===== config.mk =====
export PLATFORM = sky130hd
export DESIGN_NAME = ucsr_regs
export DESIGN_NICKNAME = d
export VERILOG_FILES = /design/src/ucsr_pkg.sv /design/src/ucsr_sticky.sv /design/src/ucsr_regs.sv
export SDC_FILE = /design/constraint.sdc
export NUM_CORES = 1
export LEC_CHECK = 0
export BUFFER_PORTS_ARGS = -buffer_cell sky130_fd_sc_hd__buf_4
export CORE_AREA = 2 2 181 316
export DETAILED_ROUTE_END_ITERATION = 16
export DIE_AREA = 0 0 183 318
export PLACE_DENSITY = 0.78
export SLEW_MARGIN = 20
export SYNTH_ARGS = -nofsm -noshare
export SYNTH_HDL_FRONTEND = slang
export SYNTH_HIERARCHICAL = 1
export SYNTH_SLANG_ARGS = --single-unit
export TNS_END_PERCENT = 50

===== constraint.sdc =====
create_clock -name clk -period 2.7 [get_ports clk]
set_input_delay 0.27 -clock clk [delete_from_list [all_inputs] [get_ports clk]]
set_output_delay 0.27 -clock clk [all_outputs]
set_load 0.02 [all_outputs]

===== src/ucsr_pkg.sv =====
`default_nettype none
package ucsr_pkg;

	typedef logic [7:0]  ucsr_addr_t;
	typedef logic [31:0] ucsr_data_t;

	// register offsets, as seen on the address port
	localparam ucsr_addr_t OFS_PWR_DOWN    = 8'h08;
	localparam ucsr_addr_t OFS_PWR_STATUS  = 8'h09;
	localparam ucsr_addr_t OFS_PORT_SLEEP  = 8'h0A;
	localparam ucsr_addr_t OFS_MOD4_LOAD   = 8'h40;
	localparam ucsr_addr_t OFS_MOD4_WORD   = 8'h41;
	localparam ucsr_addr_t OFS_GAIN        = 8'h42;
	localparam ucsr_addr_t OFS_SAT_THR     = 8'h43;
	localparam ucsr_addr_t OFS_MON_CTRL    = 8'h44;
	localparam ucsr_addr_t OFS_TIMER_LO    = 8'h45;
	localparam ucsr_addr_t OFS_TIMER_HI    = 8'h46;
	localparam ucsr_addr_t OFS_LFSR_TAPS   = 8'h47;
	localparam ucsr_addr_t OFS_CMB_LOAD    = 8'h5C;
	localparam ucsr_addr_t OFS_CMB_WORD    = 8'h5D;
	localparam ucsr_addr_t OFS_CMB_SAT     = 8'h5E;
	localparam ucsr_addr_t OFS_CMB_STRIDE  = 8'h04;
	localparam ucsr_addr_t OFS_GLOBAL_CFG  = 8'h80;

	localparam int NUM_COMBINERS   = 5;
	localparam int NUM_MC_BLOCKS   = 6;
	localparam int NUM_BLOCKS      = 11;

	// field widths and positions
	localparam int MOD4_WORD_W     = 22;
	localparam int GAIN_W          = 9;
	localparam int THR_COUNT_W     = 12;
	localparam int MON_THR_W       = 8;
	localparam int MON_ENABLE_BIT  = 2;
	localparam int MON_DIR_BIT     = 1;
	localparam int MON_RESET_BIT   = 0;
	localparam int TIMER_W         = 48;
	localparam int TAP_W           = 16;
	localparam int LOAD_BIT        = 0;
	localparam int MOD3_WORD_W     = 30;
	localparam int MOD3_LOWRES_W   = 21;
	localparam int CMB_SAT_W       = 9;
	localparam int TOP_SAT_W       = 6;
	localparam int TRAIN_BIT       = 17;
	localparam int IRQ_STYLE_BIT   = 16;
	localparam int SLOT_LSB        = 8;
	localparam int SLOT_W          = 8;
	localparam int READY_SYNC_BIT  = 6;
	localparam int WIDTH_SC_BIT    = 16;
	localparam int WIDTH_MC_BIT    = 15;
	localparam int PARITY_SEL_LSB  = 13;
	localparam int PORT_SLEEP_W    = 19;

	// values after reset
	localparam logic [GAIN_W-1:0]       GAIN_LOW_RST    = 9'h0FF;
	localparam logic [GAIN_W-1:0]       GAIN_HIGH_RST   = 9'h100;
	localparam logic [TAP_W-1:0]        XOR_TAP_RST     = 16'h0500;
	localparam logic [TAP_W-1:0]        SYNC_TAP_RST    = 16'hB400;
	localparam logic [SLOT_W-1:0]       SLOT_RST        = 8'h10;
	localparam logic [NUM_COMBINERS-1:0] MUTE_RST       = 5'h1F;
	localparam logic                    READY_SYNC_RST  = 1'b1;
	localparam logic [PORT_SLEEP_W-1:0] PORT_SLEEP_RST  = 19'h00003;

	// parity output selector codes
	localparam logic [1:0] PAR_SEL_ALL = 2'h0;
	localparam logic [1:0] PAR_SEL_SC  = 2'h1;
	localparam logic [1:0] PAR_SEL_MC  = 2'h2;

	typedef struct packed {
		ucsr_addr_t addr;
		ucsr_data_t wrData;
		logic       wrEn;
		logic       rdEn;
	} ucsr_bus_req_t;

	typedef struct packed {
		logic predistortion;
		logic modulator;
		logic adderQ;
		logic eighthQ;
		logic adderI;
		logic eighthI;
	} ucsr_top_sat_t;

	typedef struct packed {
		logic [MON_THR_W-1:0] sampleA;
		logic [MON_THR_W-1:0] sampleB;
	} ucsr_mon_in_t;

endpackage
`default_nettype wire


===== src/ucsr_sticky.sv =====
`timescale 1ns/1ps
`default_nettype none
module ucsr_sticky
	import ucsr_pkg::*;
#(
	parameter int W = 9
) (
	input  wire logic         clk,
	input  wire logic         rst_n,
	input  wire logic [W-1:0] setVec,
	input  wire logic [W-1:0] clrVec,
	output logic      [W-1:0] flags,
	output logic              newlySet
);

	typedef struct packed {
		logic [W-1:0] flags;
		logic         newly;
	} ucsr_sticky_state_t;

	ucsr_sticky_state_t s_d;
	ucsr_sticky_state_t s_q;

	always_comb begin
		s_d = s_q;
		// a set arriving with its clear must not be lost
		s_d.flags = (s_q.flags & ~clrVec) | setVec;
		s_d.newly = |(setVec & ~s_q.flags);
	end

	always_ff @(posedge clk or negedge rst_n) begin
		if (!rst_n) begin
			s_q <= '0;
		end else begin
			s_q <= s_d;
		end
	end

	assign flags    = s_q.flags;
	assign newlySet = s_q.newly;

	property p_set_wins;
		@(posedge clk) disable iff (!rst_n)
		(setVec != '0) |=> ((flags & $past(setVec)) == $past(setVec));
	endproperty
	a_set_wins: assert property (p_set_wins) else $error("sticky set lost"); // RULE3

	property p_clear_works;
		@(posedge clk) disable iff (!rst_n)
		(clrVec != '0 && setVec == '0) |=> ((flags & $past(clrVec)) == '0);
	endproperty
	a_clear_works: assert property (p_clear_works) else $error("sticky not cleared"); // RULE14

endmodule
`default_nettype wire


===== src/ucsr_regs.sv =====
// Overview of operation
// RULE1 - fourth modulator word is 22 low bits, upper bits zero, resets to zero
// RULE2 - two 9-bit gains, low at bit 0, high at bit 16
// RULE3 - top saturation events stick; any write to that register clears them
// RULE4 - two 12-bit threshold counts read at bits 11:0 and 27:16
// RULE5 - monitor threshold is signed 8-bit value in bits 15:8
// RULE6 - monitor collects only while its enable bit 2 is set
// RULE7 - direction 1 counts samples above threshold, 0 counts below
// RULE8 - writing counter-reset bit gives one reset pulse, bit self-clears
// RULE9 - 48-bit timer read as low word then upper 16 bits
// RULE10 - two 16-bit tap masks: XOR in upper half, SYNC in lower half
// RULE11 - five combiners, each with three registers at base plus index times four
// RULE12 - combiner load bit pulses once, applies third modulator word, self-clears
// RULE13 - third modulator word 30 bits; width bits pick 30 or 21 bits
// RULE14 - combiner saturation flags stick until software writes them
// RULE15 - bit 17 of global config enables input training sequence
// RULE16 - interrupt style 0 reports edge events, 1 reports live levels
// RULE17 - slot counter rollover is 8-bit value; software keeps it at least 16
// RULE18 - bit 6 enables internal ready sync, set after reset
// RULE19 - five mute bits silence combiners and gate clocks, reset to one; code only masks muted combiners' saturation events
// RULE20 - parity select: 00 all ports, 01 single-carrier, 10 multicarrier ports
// RULE21 - power-down bits for eleven blocks override pin defaults once written
// RULE22 - read-only power-on status per block; factory-off blocks stay off
// RULE23 - fourth modulator load bit pulses once, applies word, self-clears
// RULE24 - reserved and spare bits read zero and ignore writes
`timescale 1ns/1ps
`default_nettype none
module ucsr_regs
	import ucsr_pkg::*;
(
	input  wire logic                                  clk,
	input  wire logic                                  rst_n,
	input  wire ucsr_bus_req_t                         busReq,
	output logic [31:0]                                rdData,
	input  wire ucsr_top_sat_t                         topSatEvents,
	input  wire logic [NUM_COMBINERS-1:0][CMB_SAT_W-1:0] cmbSatEvents,
	input  wire ucsr_mon_in_t                          monSamples,
	input  wire logic [NUM_BLOCKS-1:0]                 strapPowerDown,
	input  wire logic [NUM_BLOCKS-1:0]                 factoryPowerOff,
	input  wire logic                                  parityPortA,
	input  wire logic                                  parityPortB,
	input  wire logic                                  parityPortC,
	output logic [MOD4_WORD_W-1:0]                     mod4FreqWord,
	output logic [MOD4_WORD_W-1:0]                     mod4ActiveWord,
	output logic                                       mod4WordLoadStrobe,
	output logic [GAIN_W-1:0]                          gainValueLow,
	output logic [GAIN_W-1:0]                          gainValueHigh,
	output logic                                       monitorCountReset,
	output logic [TAP_W-1:0]                           lfsrXorTaps,
	output logic [TAP_W-1:0]                           lfsrSyncTaps,
	output logic [NUM_COMBINERS-1:0][MOD3_WORD_W-1:0]  mod3ActiveWord,
	output logic [NUM_COMBINERS-1:0]                   mod3WordLoadStrobe,
	output logic                                       singleCarrierWordWidthSel,
	output logic                                       multicarrierWordWidthSel,
	output logic                                       inputTrainingEnable,
	output logic                                       interruptStyleSelect,
	output logic [SLOT_W-1:0]                          slotRollover,
	output logic                                       internalReadySyncEnable,
	output logic [NUM_COMBINERS-1:0]                   combinerMute,
	output logic [NUM_BLOCKS-1:0]                      blockPowerDown,
	output logic [NUM_BLOCKS-1:0]                      blockPowerOnStatus,
	output logic [PORT_SLEEP_W-1:0]                    portSleepControl,
	output logic                                       parityOut,
	output logic                                       satReport
);

	typedef struct packed {
		logic [31:0]                               rdData;
		logic [MOD4_WORD_W-1:0]                    mod4Word;
		logic [MOD4_WORD_W-1:0]                    mod4Active;
		logic                                      mod4Load;
		logic [GAIN_W-1:0]                         gainLow;
		logic [GAIN_W-1:0]                         gainHigh;
		logic [THR_COUNT_W-1:0]                    countA;
		logic [THR_COUNT_W-1:0]                    countB;
		logic [MON_THR_W-1:0]                      monThreshold;
		logic                                      monEnable;
		logic                                      monDirection;
		logic                                      monReset;
		logic [TIMER_W-1:0]                        timer;
		logic [TAP_W-1:0]                          xorTaps;
		logic [TAP_W-1:0]                          syncTaps;
		logic [NUM_COMBINERS-1:0]                  mod3Load;
		logic [NUM_COMBINERS-1:0][MOD3_WORD_W-1:0] mod3Word;
		logic [NUM_COMBINERS-1:0][MOD3_WORD_W-1:0] mod3Active;
		logic                                      trainEnable;
		logic                                      irqStyle;
		logic [SLOT_W-1:0]                         slotRollover;
		logic                                      readySync;
		logic [NUM_COMBINERS-1:0]                  mute;
		logic                                      widthSc;
		logic                                      widthMc;
		logic [1:0]                                paritySel;
		logic [NUM_BLOCKS-1:0]                     powerDown;
		logic                                      pdWritten;
		logic                                      strapTaken;
		logic [NUM_BLOCKS-1:0]                     powerOn;
		logic [PORT_SLEEP_W-1:0]                   portSleep;
		logic                                      parityOut;
		logic                                      satReport;
	} ucsr_regs_state_t;

	localparam logic [THR_COUNT_W-1:0] COUNT_MAX = '1;

	ucsr_regs_state_t                          s_d;
	ucsr_regs_state_t                          s_q;
	logic [TOP_SAT_W-1:0]                      topSet;
	logic [TOP_SAT_W-1:0]                      topClr;
	logic [TOP_SAT_W-1:0]                      topFlags;
	logic                                      topNew;
	logic [NUM_COMBINERS-1:0][CMB_SAT_W-1:0]   cmbSet;
	logic [NUM_COMBINERS-1:0][CMB_SAT_W-1:0]   cmbClr;
	logic [NUM_COMBINERS-1:0][CMB_SAT_W-1:0]   cmbFlags;
	logic [NUM_COMBINERS-1:0]                  cmbNew;
	logic                                      hitA;
	logic                                      hitB;

	assign topSet = topSatEvents;

	// RULE3 top sticky flags
	ucsr_sticky #(.W(TOP_SAT_W)) u_topSticky (
		.clk      (clk),
		.rst_n    (rst_n),
		.setVec   (topSet),
		.clrVec   (topClr),
		.flags    (topFlags),
		.newlySet (topNew)
	);

	for (genvar g = 0; g < NUM_COMBINERS; g++) begin : gCmb
		// RULE19 muted combiner raises nothing
		assign cmbSet[g] = cmbSatEvents[g] & {CMB_SAT_W{~s_q.mute[g]}};
		// RULE14 combiner sticky flags
		ucsr_sticky #(.W(CMB_SAT_W)) u_cmbSticky (
			.clk      (clk),
			.rst_n    (rst_n),
			.setVec   (cmbSet[g]),
			.clrVec   (cmbClr[g]),
			.flags    (cmbFlags[g]),
			.newlySet (cmbNew[g])
		);
	end

	// RULE5 signed compare, RULE7 direction picks above or below
	always_comb begin
		hitA = s_q.monDirection ? ($signed(monSamples.sampleA) > $signed(s_q.monThreshold))
		                        : ($signed(monSamples.sampleA) < $signed(s_q.monThreshold));
		hitB = s_q.monDirection ? ($signed(monSamples.sampleB) > $signed(s_q.monThreshold))
		                        : ($signed(monSamples.sampleB) < $signed(s_q.monThreshold));
	end

	always_comb begin
		ucsr_addr_t cmbBase;
		logic [31:0] rdMux;
		cmbBase = '0;
		rdMux = '0;
		s_d = s_q;
		topClr = '0;
		cmbClr = '0;
		s_d.rdData = '0;
		// RULE8 RULE12 RULE23 load and reset bits live one cycle only
		s_d.mod4Load = 1'b0;
		s_d.monReset = 1'b0;
		s_d.mod3Load = '0;

		// RULE21 pin defaults taken once after release, unless already written
		if (!s_q.strapTaken) begin
			s_d.strapTaken = 1'b1;
			if (!s_q.pdWritten) begin
				s_d.powerDown = strapPowerDown;
			end
		end

		if (busReq.wrEn) begin
			case (busReq.addr)
				OFS_PWR_DOWN: begin
					// RULE13 width selects, RULE20 parity select, RULE21 power-down
					s_d.widthSc = busReq.wrData[WIDTH_SC_BIT];
					s_d.widthMc = busReq.wrData[WIDTH_MC_BIT];
					s_d.paritySel = busReq.wrData[PARITY_SEL_LSB +: 2];
					s_d.powerDown = busReq.wrData[NUM_BLOCKS-1:0];
					s_d.pdWritten = 1'b1;
				end
				OFS_PORT_SLEEP: s_d.portSleep = busReq.wrData[PORT_SLEEP_W-1:0];
				// RULE23 fourth modulator load
				OFS_MOD4_LOAD: s_d.mod4Load = busReq.wrData[LOAD_BIT];
				// RULE1 fourth modulator word
				OFS_MOD4_WORD: s_d.mod4Word = busReq.wrData[MOD4_WORD_W-1:0];
				OFS_GAIN: begin
					// RULE2 gain pair
					s_d.gainLow = busReq.wrData[GAIN_W-1:0];
					s_d.gainHigh = busReq.wrData[16 +: GAIN_W];
				end
				// RULE3 any write clears top flags
				OFS_SAT_THR: topClr = '1;
				OFS_MON_CTRL: begin
					s_d.monThreshold = busReq.wrData[SLOT_LSB +: MON_THR_W];
					s_d.monEnable = busReq.wrData[MON_ENABLE_BIT];
					s_d.monDirection = busReq.wrData[MON_DIR_BIT];
					// RULE8 counter reset request
					s_d.monReset = busReq.wrData[MON_RESET_BIT];
				end
				OFS_LFSR_TAPS: begin
					// RULE10 tap masks
					s_d.xorTaps = busReq.wrData[31:16];
					s_d.syncTaps = busReq.wrData[TAP_W-1:0];
				end
				OFS_GLOBAL_CFG: begin
					// RULE15 RULE16 RULE17 RULE18 RULE19 global config fields
					s_d.trainEnable = busReq.wrData[TRAIN_BIT];
					s_d.irqStyle = busReq.wrData[IRQ_STYLE_BIT];
					s_d.slotRollover = busReq.wrData[SLOT_LSB +: SLOT_W];
					s_d.readySync = busReq.wrData[READY_SYNC_BIT];
					s_d.mute = busReq.wrData[NUM_COMBINERS-1:0];
				end
				default: ;
			endcase
		end

		// RULE11 combiner register sets at base plus (index + 1) times four, index counted from 0
		for (int i = 0; i < NUM_COMBINERS; i++) begin
			cmbBase = OFS_CMB_LOAD + 8'((i + 1) * 4);
			if (busReq.wrEn && busReq.addr == cmbBase) begin
				s_d.mod3Load[i] = busReq.wrData[LOAD_BIT];
			end
			if (busReq.wrEn && busReq.addr == cmbBase + 8'h01) begin
				s_d.mod3Word[i] = busReq.wrData[MOD3_WORD_W-1:0];
			end
			// RULE14 written ones clear combiner flags
			if (busReq.wrEn && busReq.addr == cmbBase + 8'h02) begin
				cmbClr[i] = busReq.wrData[CMB_SAT_W-1:0];
			end
			// RULE12 RULE13 strobe puts the word into use at chosen width
			if (s_q.mod3Load[i]) begin
				s_d.mod3Active[i] = s_q.mod3Word[i];
				if (!s_q.widthSc) begin
					s_d.mod3Active[i][MOD3_WORD_W-MOD3_LOWRES_W-1:0] = '0;
				end
			end
			if (busReq.rdEn && busReq.addr == cmbBase + 8'h01) begin
				rdMux = {2'b00, s_q.mod3Word[i]};
			end
			if (busReq.rdEn && busReq.addr == cmbBase + 8'h02) begin
				rdMux = {23'h0, cmbFlags[i]};
			end
		end

		// RULE23 strobe applies the fourth modulator word
		if (s_q.mod4Load) begin
			s_d.mod4Active = s_q.mod4Word;
		end

		// RULE6 collect only when enabled; RULE8 reset pulse wins
		if (s_q.monReset) begin
			s_d.countA = '0;
			s_d.countB = '0;
			s_d.timer = '0;
		end else if (s_q.monEnable) begin
			s_d.timer = s_q.timer + 48'h1;
			// counts saturate rather than wrap so a long run never reads small
			if (hitA && s_q.countA != COUNT_MAX) begin
				s_d.countA = s_q.countA + 12'h1;
			end
			if (hitB && s_q.countB != COUNT_MAX) begin
				s_d.countB = s_q.countB + 12'h1;
			end
		end

		// RULE22 power-on status, factory-off blocks never report on
		s_d.powerOn = ~s_q.powerDown & ~factoryPowerOff;

		// RULE20 parity output select, unused code gives zero
		case (s_q.paritySel)
			PAR_SEL_ALL: s_d.parityOut = parityPortA | parityPortB | parityPortC;
			PAR_SEL_SC:  s_d.parityOut = parityPortA;
			PAR_SEL_MC:  s_d.parityOut = parityPortB | parityPortC;
			default:     s_d.parityOut = 1'b0;
		endcase

		// RULE16 edge events or live levels
		if (s_q.irqStyle) begin
			s_d.satReport = (|topSet) | (|cmbSet);
		end else begin
			s_d.satReport = topNew | (|cmbNew);
		end

		// RULE24 reserved bits and unmapped addresses read zero
		if (busReq.rdEn) begin
			case (busReq.addr)
				OFS_PWR_DOWN:   rdMux = {15'h0, s_q.widthSc, s_q.widthMc, s_q.paritySel,
				                         2'b00, s_q.powerDown};
				OFS_PWR_STATUS: rdMux = {21'h0, s_q.powerOn};
				OFS_PORT_SLEEP: rdMux = {13'h0, s_q.portSleep};
				OFS_MOD4_WORD:  rdMux = {10'h0, s_q.mod4Word};
				OFS_GAIN:       rdMux = {7'h0, s_q.gainHigh, 7'h0, s_q.gainLow};
				// RULE4 threshold counts beside the flags
				OFS_SAT_THR:    rdMux = {topFlags[5:2], s_q.countB, 2'b00, topFlags[1:0],
				                         s_q.countA};
				OFS_MON_CTRL:   rdMux = {16'h0, s_q.monThreshold, 5'h0, s_q.monEnable,
				                         s_q.monDirection, 1'b0};
				// RULE9 timer split over two words
				OFS_TIMER_LO:   rdMux = s_q.timer[31:0];
				OFS_TIMER_HI:   rdMux = {16'h0, s_q.timer[TIMER_W-1:32]};
				OFS_LFSR_TAPS:  rdMux = {s_q.xorTaps, s_q.syncTaps};
				OFS_GLOBAL_CFG: rdMux = {14'h0, s_q.trainEnable, s_q.irqStyle, s_q.slotRollover,
				                         1'b0, s_q.readySync, 1'b0, s_q.mute};
				default: ;
			endcase
			s_d.rdData = rdMux;
		end
	end

	always_ff @(posedge clk or negedge rst_n) begin
		if (!rst_n) begin
			s_q <= '0;
			s_q.gainLow <= GAIN_LOW_RST;
			s_q.gainHigh <= GAIN_HIGH_RST;
			s_q.xorTaps <= XOR_TAP_RST;
			s_q.syncTaps <= SYNC_TAP_RST;
			s_q.slotRollover <= SLOT_RST;
			s_q.readySync <= READY_SYNC_RST;
			s_q.mute <= MUTE_RST;
			s_q.portSleep <= PORT_SLEEP_RST;
		end else begin
			s_q <= s_d;
		end
	end

	assign rdData                    = s_q.rdData;
	assign mod4FreqWord              = s_q.mod4Word;
	assign mod4ActiveWord            = s_q.mod4Active;
	assign mod4WordLoadStrobe        = s_q.mod4Load;
	assign gainValueLow              = s_q.gainLow;
	assign gainValueHigh             = s_q.gainHigh;
	assign monitorCountReset         = s_q.monReset;
	assign lfsrXorTaps               = s_q.xorTaps;
	assign lfsrSyncTaps              = s_q.syncTaps;
	assign mod3ActiveWord            = s_q.mod3Active;
	assign mod3WordLoadStrobe        = s_q.mod3Load;
	assign singleCarrierWordWidthSel = s_q.widthSc;
	assign multicarrierWordWidthSel  = s_q.widthMc;
	assign inputTrainingEnable       = s_q.trainEnable;
	assign interruptStyleSelect      = s_q.irqStyle;
	assign slotRollover              = s_q.slotRollover;
	assign internalReadySyncEnable   = s_q.readySync;
	assign combinerMute              = s_q.mute;
	assign blockPowerDown            = s_q.powerDown;
	assign blockPowerOnStatus        = s_q.powerOn;
	assign portSleepControl          = s_q.portSleep;
	assign parityOut                 = s_q.parityOut;
	assign satReport                 = s_q.satReport;

	property p_mod4_pulse;
		@(posedge clk) disable iff (!rst_n)
		(busReq.wrEn && busReq.addr == OFS_MOD4_LOAD && busReq.wrData[LOAD_BIT])
		|=> mod4WordLoadStrobe ##1 (mod4ActiveWord == $past(mod4FreqWord));
	endproperty
	a_mod4_pulse: assert property (p_mod4_pulse) else $error("mod4 load not applied"); // RULE23

	property p_mon_reset;
		@(posedge clk) disable iff (!rst_n)
		(busReq.wrEn && busReq.addr == OFS_MON_CTRL && busReq.wrData[MON_RESET_BIT])
		|=> monitorCountReset ##1 (s_q.timer == '0 && s_q.countA == '0);
	endproperty
	a_mon_reset: assert property (p_mon_reset) else $error("monitor reset missing"); // RULE8

	property p_mod3_pulse;
		@(posedge clk) disable iff (!rst_n)
		(busReq.wrEn && busReq.addr == OFS_CMB_LOAD + OFS_CMB_STRIDE && busReq.wrData[LOAD_BIT])
		|=> mod3WordLoadStrobe[0] ##1 !mod3WordLoadStrobe[0];
	endproperty
	a_mod3_pulse: assert property (p_mod3_pulse) else $error("mod3 load not a pulse"); // RULE12

	property p_count_above;
		@(posedge clk) disable iff (!rst_n)
		(s_q.monEnable && !s_q.monReset && s_q.monDirection && s_q.countA != COUNT_MAX
		 && $signed(monSamples.sampleA) > $signed(s_q.monThreshold))
		|=> (s_q.countA == $past(s_q.countA) + 12'h1);
	endproperty
	a_count_above: assert property (p_count_above) else $error("above count missed"); // RULE7

	property p_idle_timer;
		@(posedge clk) disable iff (!rst_n)
		(!s_q.monEnable && !s_q.monReset) |=> $stable(s_q.timer);
	endproperty
	a_idle_timer: assert property (p_idle_timer) else $error("timer ran while off"); // RULE6

	property p_unmapped_zero;
		@(posedge clk) disable iff (!rst_n)
		(busReq.rdEn && busReq.addr == 8'h00) |=> (rdData == 32'h0);
	endproperty
	a_unmapped_zero: assert property (p_unmapped_zero) else $error("unmapped read nonzero"); // RULE24

	property p_mute_write;
		@(posedge clk) disable iff (!rst_n)
		(busReq.wrEn && busReq.addr == OFS_GLOBAL_CFG)
		|=> (combinerMute == $past(busReq.wrData[NUM_COMBINERS-1:0]));
	endproperty
	a_mute_write: assert property (p_mute_write) else $error("mute not written"); // RULE19

	property p_parity_all;
		@(posedge clk) disable iff (!rst_n)
		(s_q.paritySel == PAR_SEL_ALL)
		|=> (parityOut == ($past(parityPortA) | $past(parityPortB) | $past(parityPortC)));
	endproperty
	a_parity_all: assert property (p_parity_all) else $error("parity select wrong"); // RULE20

	property p_pd_override;
		@(posedge clk) disable iff (!rst_n)
		(busReq.wrEn && busReq.addr == OFS_PWR_DOWN)
		|=> (blockPowerDown == $past(busReq.wrData[NUM_BLOCKS-1:0]))
		##1 ((blockPowerOnStatus & $past(factoryPowerOff)) == '0);
	endproperty
	a_pd_override: assert property (p_pd_override) else $error("power-down override lost"); // RULE21

endmodule
`default_nettype wire


==> results.json <==
{
  "first_iter_violations": 2312,
  "cts_inserted_buffers": 56,
  "boundaryPins": 480,
  "cp_slowest_cell": "ha_2",
  "ys_async_sr_fraction": 1.00,
  "design_area_um2": 37000,
  "dp_hpwl_um": 79800,
  "grt_pass1_vias": 24534,
  "power_frac_comb": 0.091,
  "max_freq_mhz": 382,
  "clk_path_buf_depth": 3,
  "htreeDepth": 2,
  "start_util": 0.572,
  "avgSynthCellArea_um2": 11.0,
  "clk-insertion-delay-late_ps": 650,
  "core-area_um2": 55800,
  "dr.pass1.iters": 8,
  "fin_crit_ps": 2610,
  "postSynthCellCount": 2891,
  "via_count": 24235,
  "cts_tree": "done",
  "fin_tns_setup_ps": 0,
  "fillers": 4227,
  "io_buffer_count": 479,
  "grt_max_degree": 80,
  "final_layout_size_suffix_gt1_frac": 0.382,
  "drt-vias-per-instance": 6.28,
  "synth_seq_cells": 637,
  "setup_viol": 0,
  "arrival_ps": 3130,
  "cp-end-kind": "register",
  "die_w_um": 183,
  "drv_slew": 0,
  "grt_pass1_wl_um": 160000,
  "p_seq_frac": 0.483,
  "status": "completed",
  "final_core_util": 0.663,
  "final_cells": 3862,
  "clk_pin_slew_worst_paths_ps": 70,
  "fin_crit_sh": 0.968,
  "drc": 0,
  "gp_congestion": 1.01,
  "hold_violations": 0,
  "cellPowerDensity_nw_per_um2": 570,
  "tightest_slew_ps": 1210,
  "cts_sinks": 637,
  "antenna_found_initial": 2,
  "num_antenna_cells": 0,
  "synth_area_um2": 31900,
  "synthDistinctLibCells": 78,
  "synth_edf_count": 0,
  "maxCapViolations": 0,
  "ctsRootBufferMaster": "clkbuf_16",
  "die_h_um": 318,
  "grt_usage": 0.371,
  "postPlaceCellArea_um2": 34400,
  "ant_nets": 0,
  "internal-power_mw": 15.8,
  "dpl.cell_count": 3706,
  "required_ps": 3210,
  "finalPower_mw": 21.1,
  "rows": 115,
  "swShare": 0.253,
  "power_switching_mw": 5.35,
  "fin_skew_ps": 23.7,
  "critPathTopFamily": "simple AND/OR/NAND/NOR gates",
  "p_leak_nw": 17.9,
  "hold_path.class": "input pin to register",
  "ys_seq_area_frac": 0.500,
  "cp-start-kind": "register",
  "areaGrowthSynthToFinish_pct": 16.0,
  "clkPwrFrac": 0.426,
  "yosysWarnings": 6,
  "max_slew_margin": 0.172,
  "critPathMaxStageDelay_ps": 400,
  "synth_nets": 3046,
  "register_area_um2": 16000,
  "path_cells": "inv_1, ha_2, nor4b_1, o22ai_1, nor3b_1, a211oi_2, buf_4, nor4b_2, mux2_2",
  "cp_max_fo": 19,
  "synthFlopType": "dfrtp_1",
  "dieArea_um2": 58200,
  "worst-path-buf-inv": 2,
  "multiInputGateArea_um2": 12300,
  "vdd_drop_max_mv": 0.628,
  "worstSetupPathType": "register to register",
  "grt_overflow": 0,
  "nets": 3269,
  "drt-total-wl_um": 109000,
  "wl_per_cell_um": 28.1
}
## cell usage in the layout (no fill, tap or decap), types with 31 or more instances in the layout
cell / n
a21oi_1: 113
a22oi_1: 85
buf_4: 595
clkbuf_16: 56
dfrtp_1: 609
dlygate4sd3_1: 52
inv_1: 133
mux2_2: 409
mux2i_1: 31
nand2_1: 88
nand3_1: 94
nor2_1: 133
nor2b_1: 64
nor3_1: 41
o21ai_0: 110
o21bai_1: 32
## Yosys cell counts (all sizes together), types with 12 or more instances
cell	number	area, um2
a21o	17	134
and2	30	188
inv	133	499
o22ai	20	125
clkbuf	92	345
a22oi	85	638
xnor2	28	245
a221oi	19	166
mux2	409	4610
nand3	98	495
nor3	47	268
o21bai	32	240
nor2b	71	457
o21ai	117	586
or3	17	106
nand2b	13	81.3
nor4	19	119
a211oi	13	103
nor2	139	557
mux2i	31	310
xor2	12	105
a21oi	114	571
nand4	17	113
buf	405	2880
or4	12	90.1
and3	23	144
nand2	90	340
dfstp	24	631
dfrtp	613	15300
ha	19	238
## per-layer routing
metal / wire length, um / part of all wire / GRT usage / vias up
met1: 39000 / 0.36 / 0.437 / 12254
met3: 7410 / 0.068 / 0.0506 / 351
met2: 53900 / 0.50 / 0.631 / 1339
met5: 0 / 0 / 0 / -
li1: - / - / - / 10291
met4: 8370 / 0.077 / 0.241 / 0
## final timing paths
check / startpoint / endpoint / slack (ps) / cells past startpoint
worst max-delay path: s_q[460] / s_q[479] / 90 / 9
max in group asynchronous: rst_n / lfsrSyncTaps[13] / 1500 / 3
worst max register to register: s_q[460] / s_q[479] / 90 / 9
worst min register to register: s_q[33] / s_q[33] / 480 / 1
worst min-delay path: busReq[13] / s_q[286] / 30 / 2
min in group asynchronous: rst_n / s_q[260] / 190 / 2
## what timing repair did
action | 4_1_cts | 5_1_grt
endpoints found under the hold margin | 195 | 0
buffers inserted | 0 | 0
hold buffers | 52 | 0
endpoints found under the setup margin | 0 | 12
resized for setup | 0 | 6
## registers in the layout (all words and copies together), names as in the netlist, 8 cells and up
| name | flops |
|---|---|
| lfsrXorTaps | 16 |
| mod4FreqWord | 22 |
| blockPowerDown | 11 |
| blockPowerOnStatus | 11 |
| lfsrSyncTaps | 16 |
| portSleepControl | 19 |
| mod3ActiveWord | 150 |
| rdData | 32 |
| gCmb.u_cmbSticky/flags | 45 |
| gainValueLow | 9 |
| slotRollover | 8 |
| s_q | 236 |
| mod4ActiveWord | 22 |
| gainValueHigh | 9 |
## logic make-up after synthesis
kind of cell / count (synthesis) / share of synthesized area
DFF: 637 / 0.500
xor gates and xnor gates: 40 / 0.0110
adders and majority gates: 19 / 0.00744
other: 1 / 0.000117
muxes: 445 / 0.157
AOI/OAI and AO/OA: 511 / 0.107
and+or+nand+nor: 607 / 0.101
buffers and inverters: 631 / 0.117
## power groups by stage
| stage | clock network [mW] | registers [mW] | logic [mW] |
|---|---|---|---|
| after floorplan | 0 | 10.2 | 0.996 |
| after global placement | 0 | 10.4 | 1.79 |
| after detailed placement | 0 | 10.4 | 1.83 |
| after CTS | 9.08 | 10.2 | 1.90 |
| after global routing | 9.44 | 10.2 | 2.04 |
| final | 9.00 | 10.2 | 1.92 |
## metrics by stage
stage	hold WS, ps	setup slack, ps
2_1_floorplan	-25.6	317
3_3_place_gp	308	-152
3_5_place_dp	317	-229
4_1_cts	3.91	66.6
5_1_grt	30.8	-15.2
6_report	33.8	85.2
## cell type report
class / count / share of cell area
clock inverters: 35 / 0.0145
clock buffers: 69 / 0.0416
repair buffers: 662 / 0.143
multi-input cells: 1623 / 0.333
flip-flops and latches: 637 / 0.431
well taps: 702 / 0.0237
inverters: 134 / 0.0136
Power figures use the tool's default switching activity.
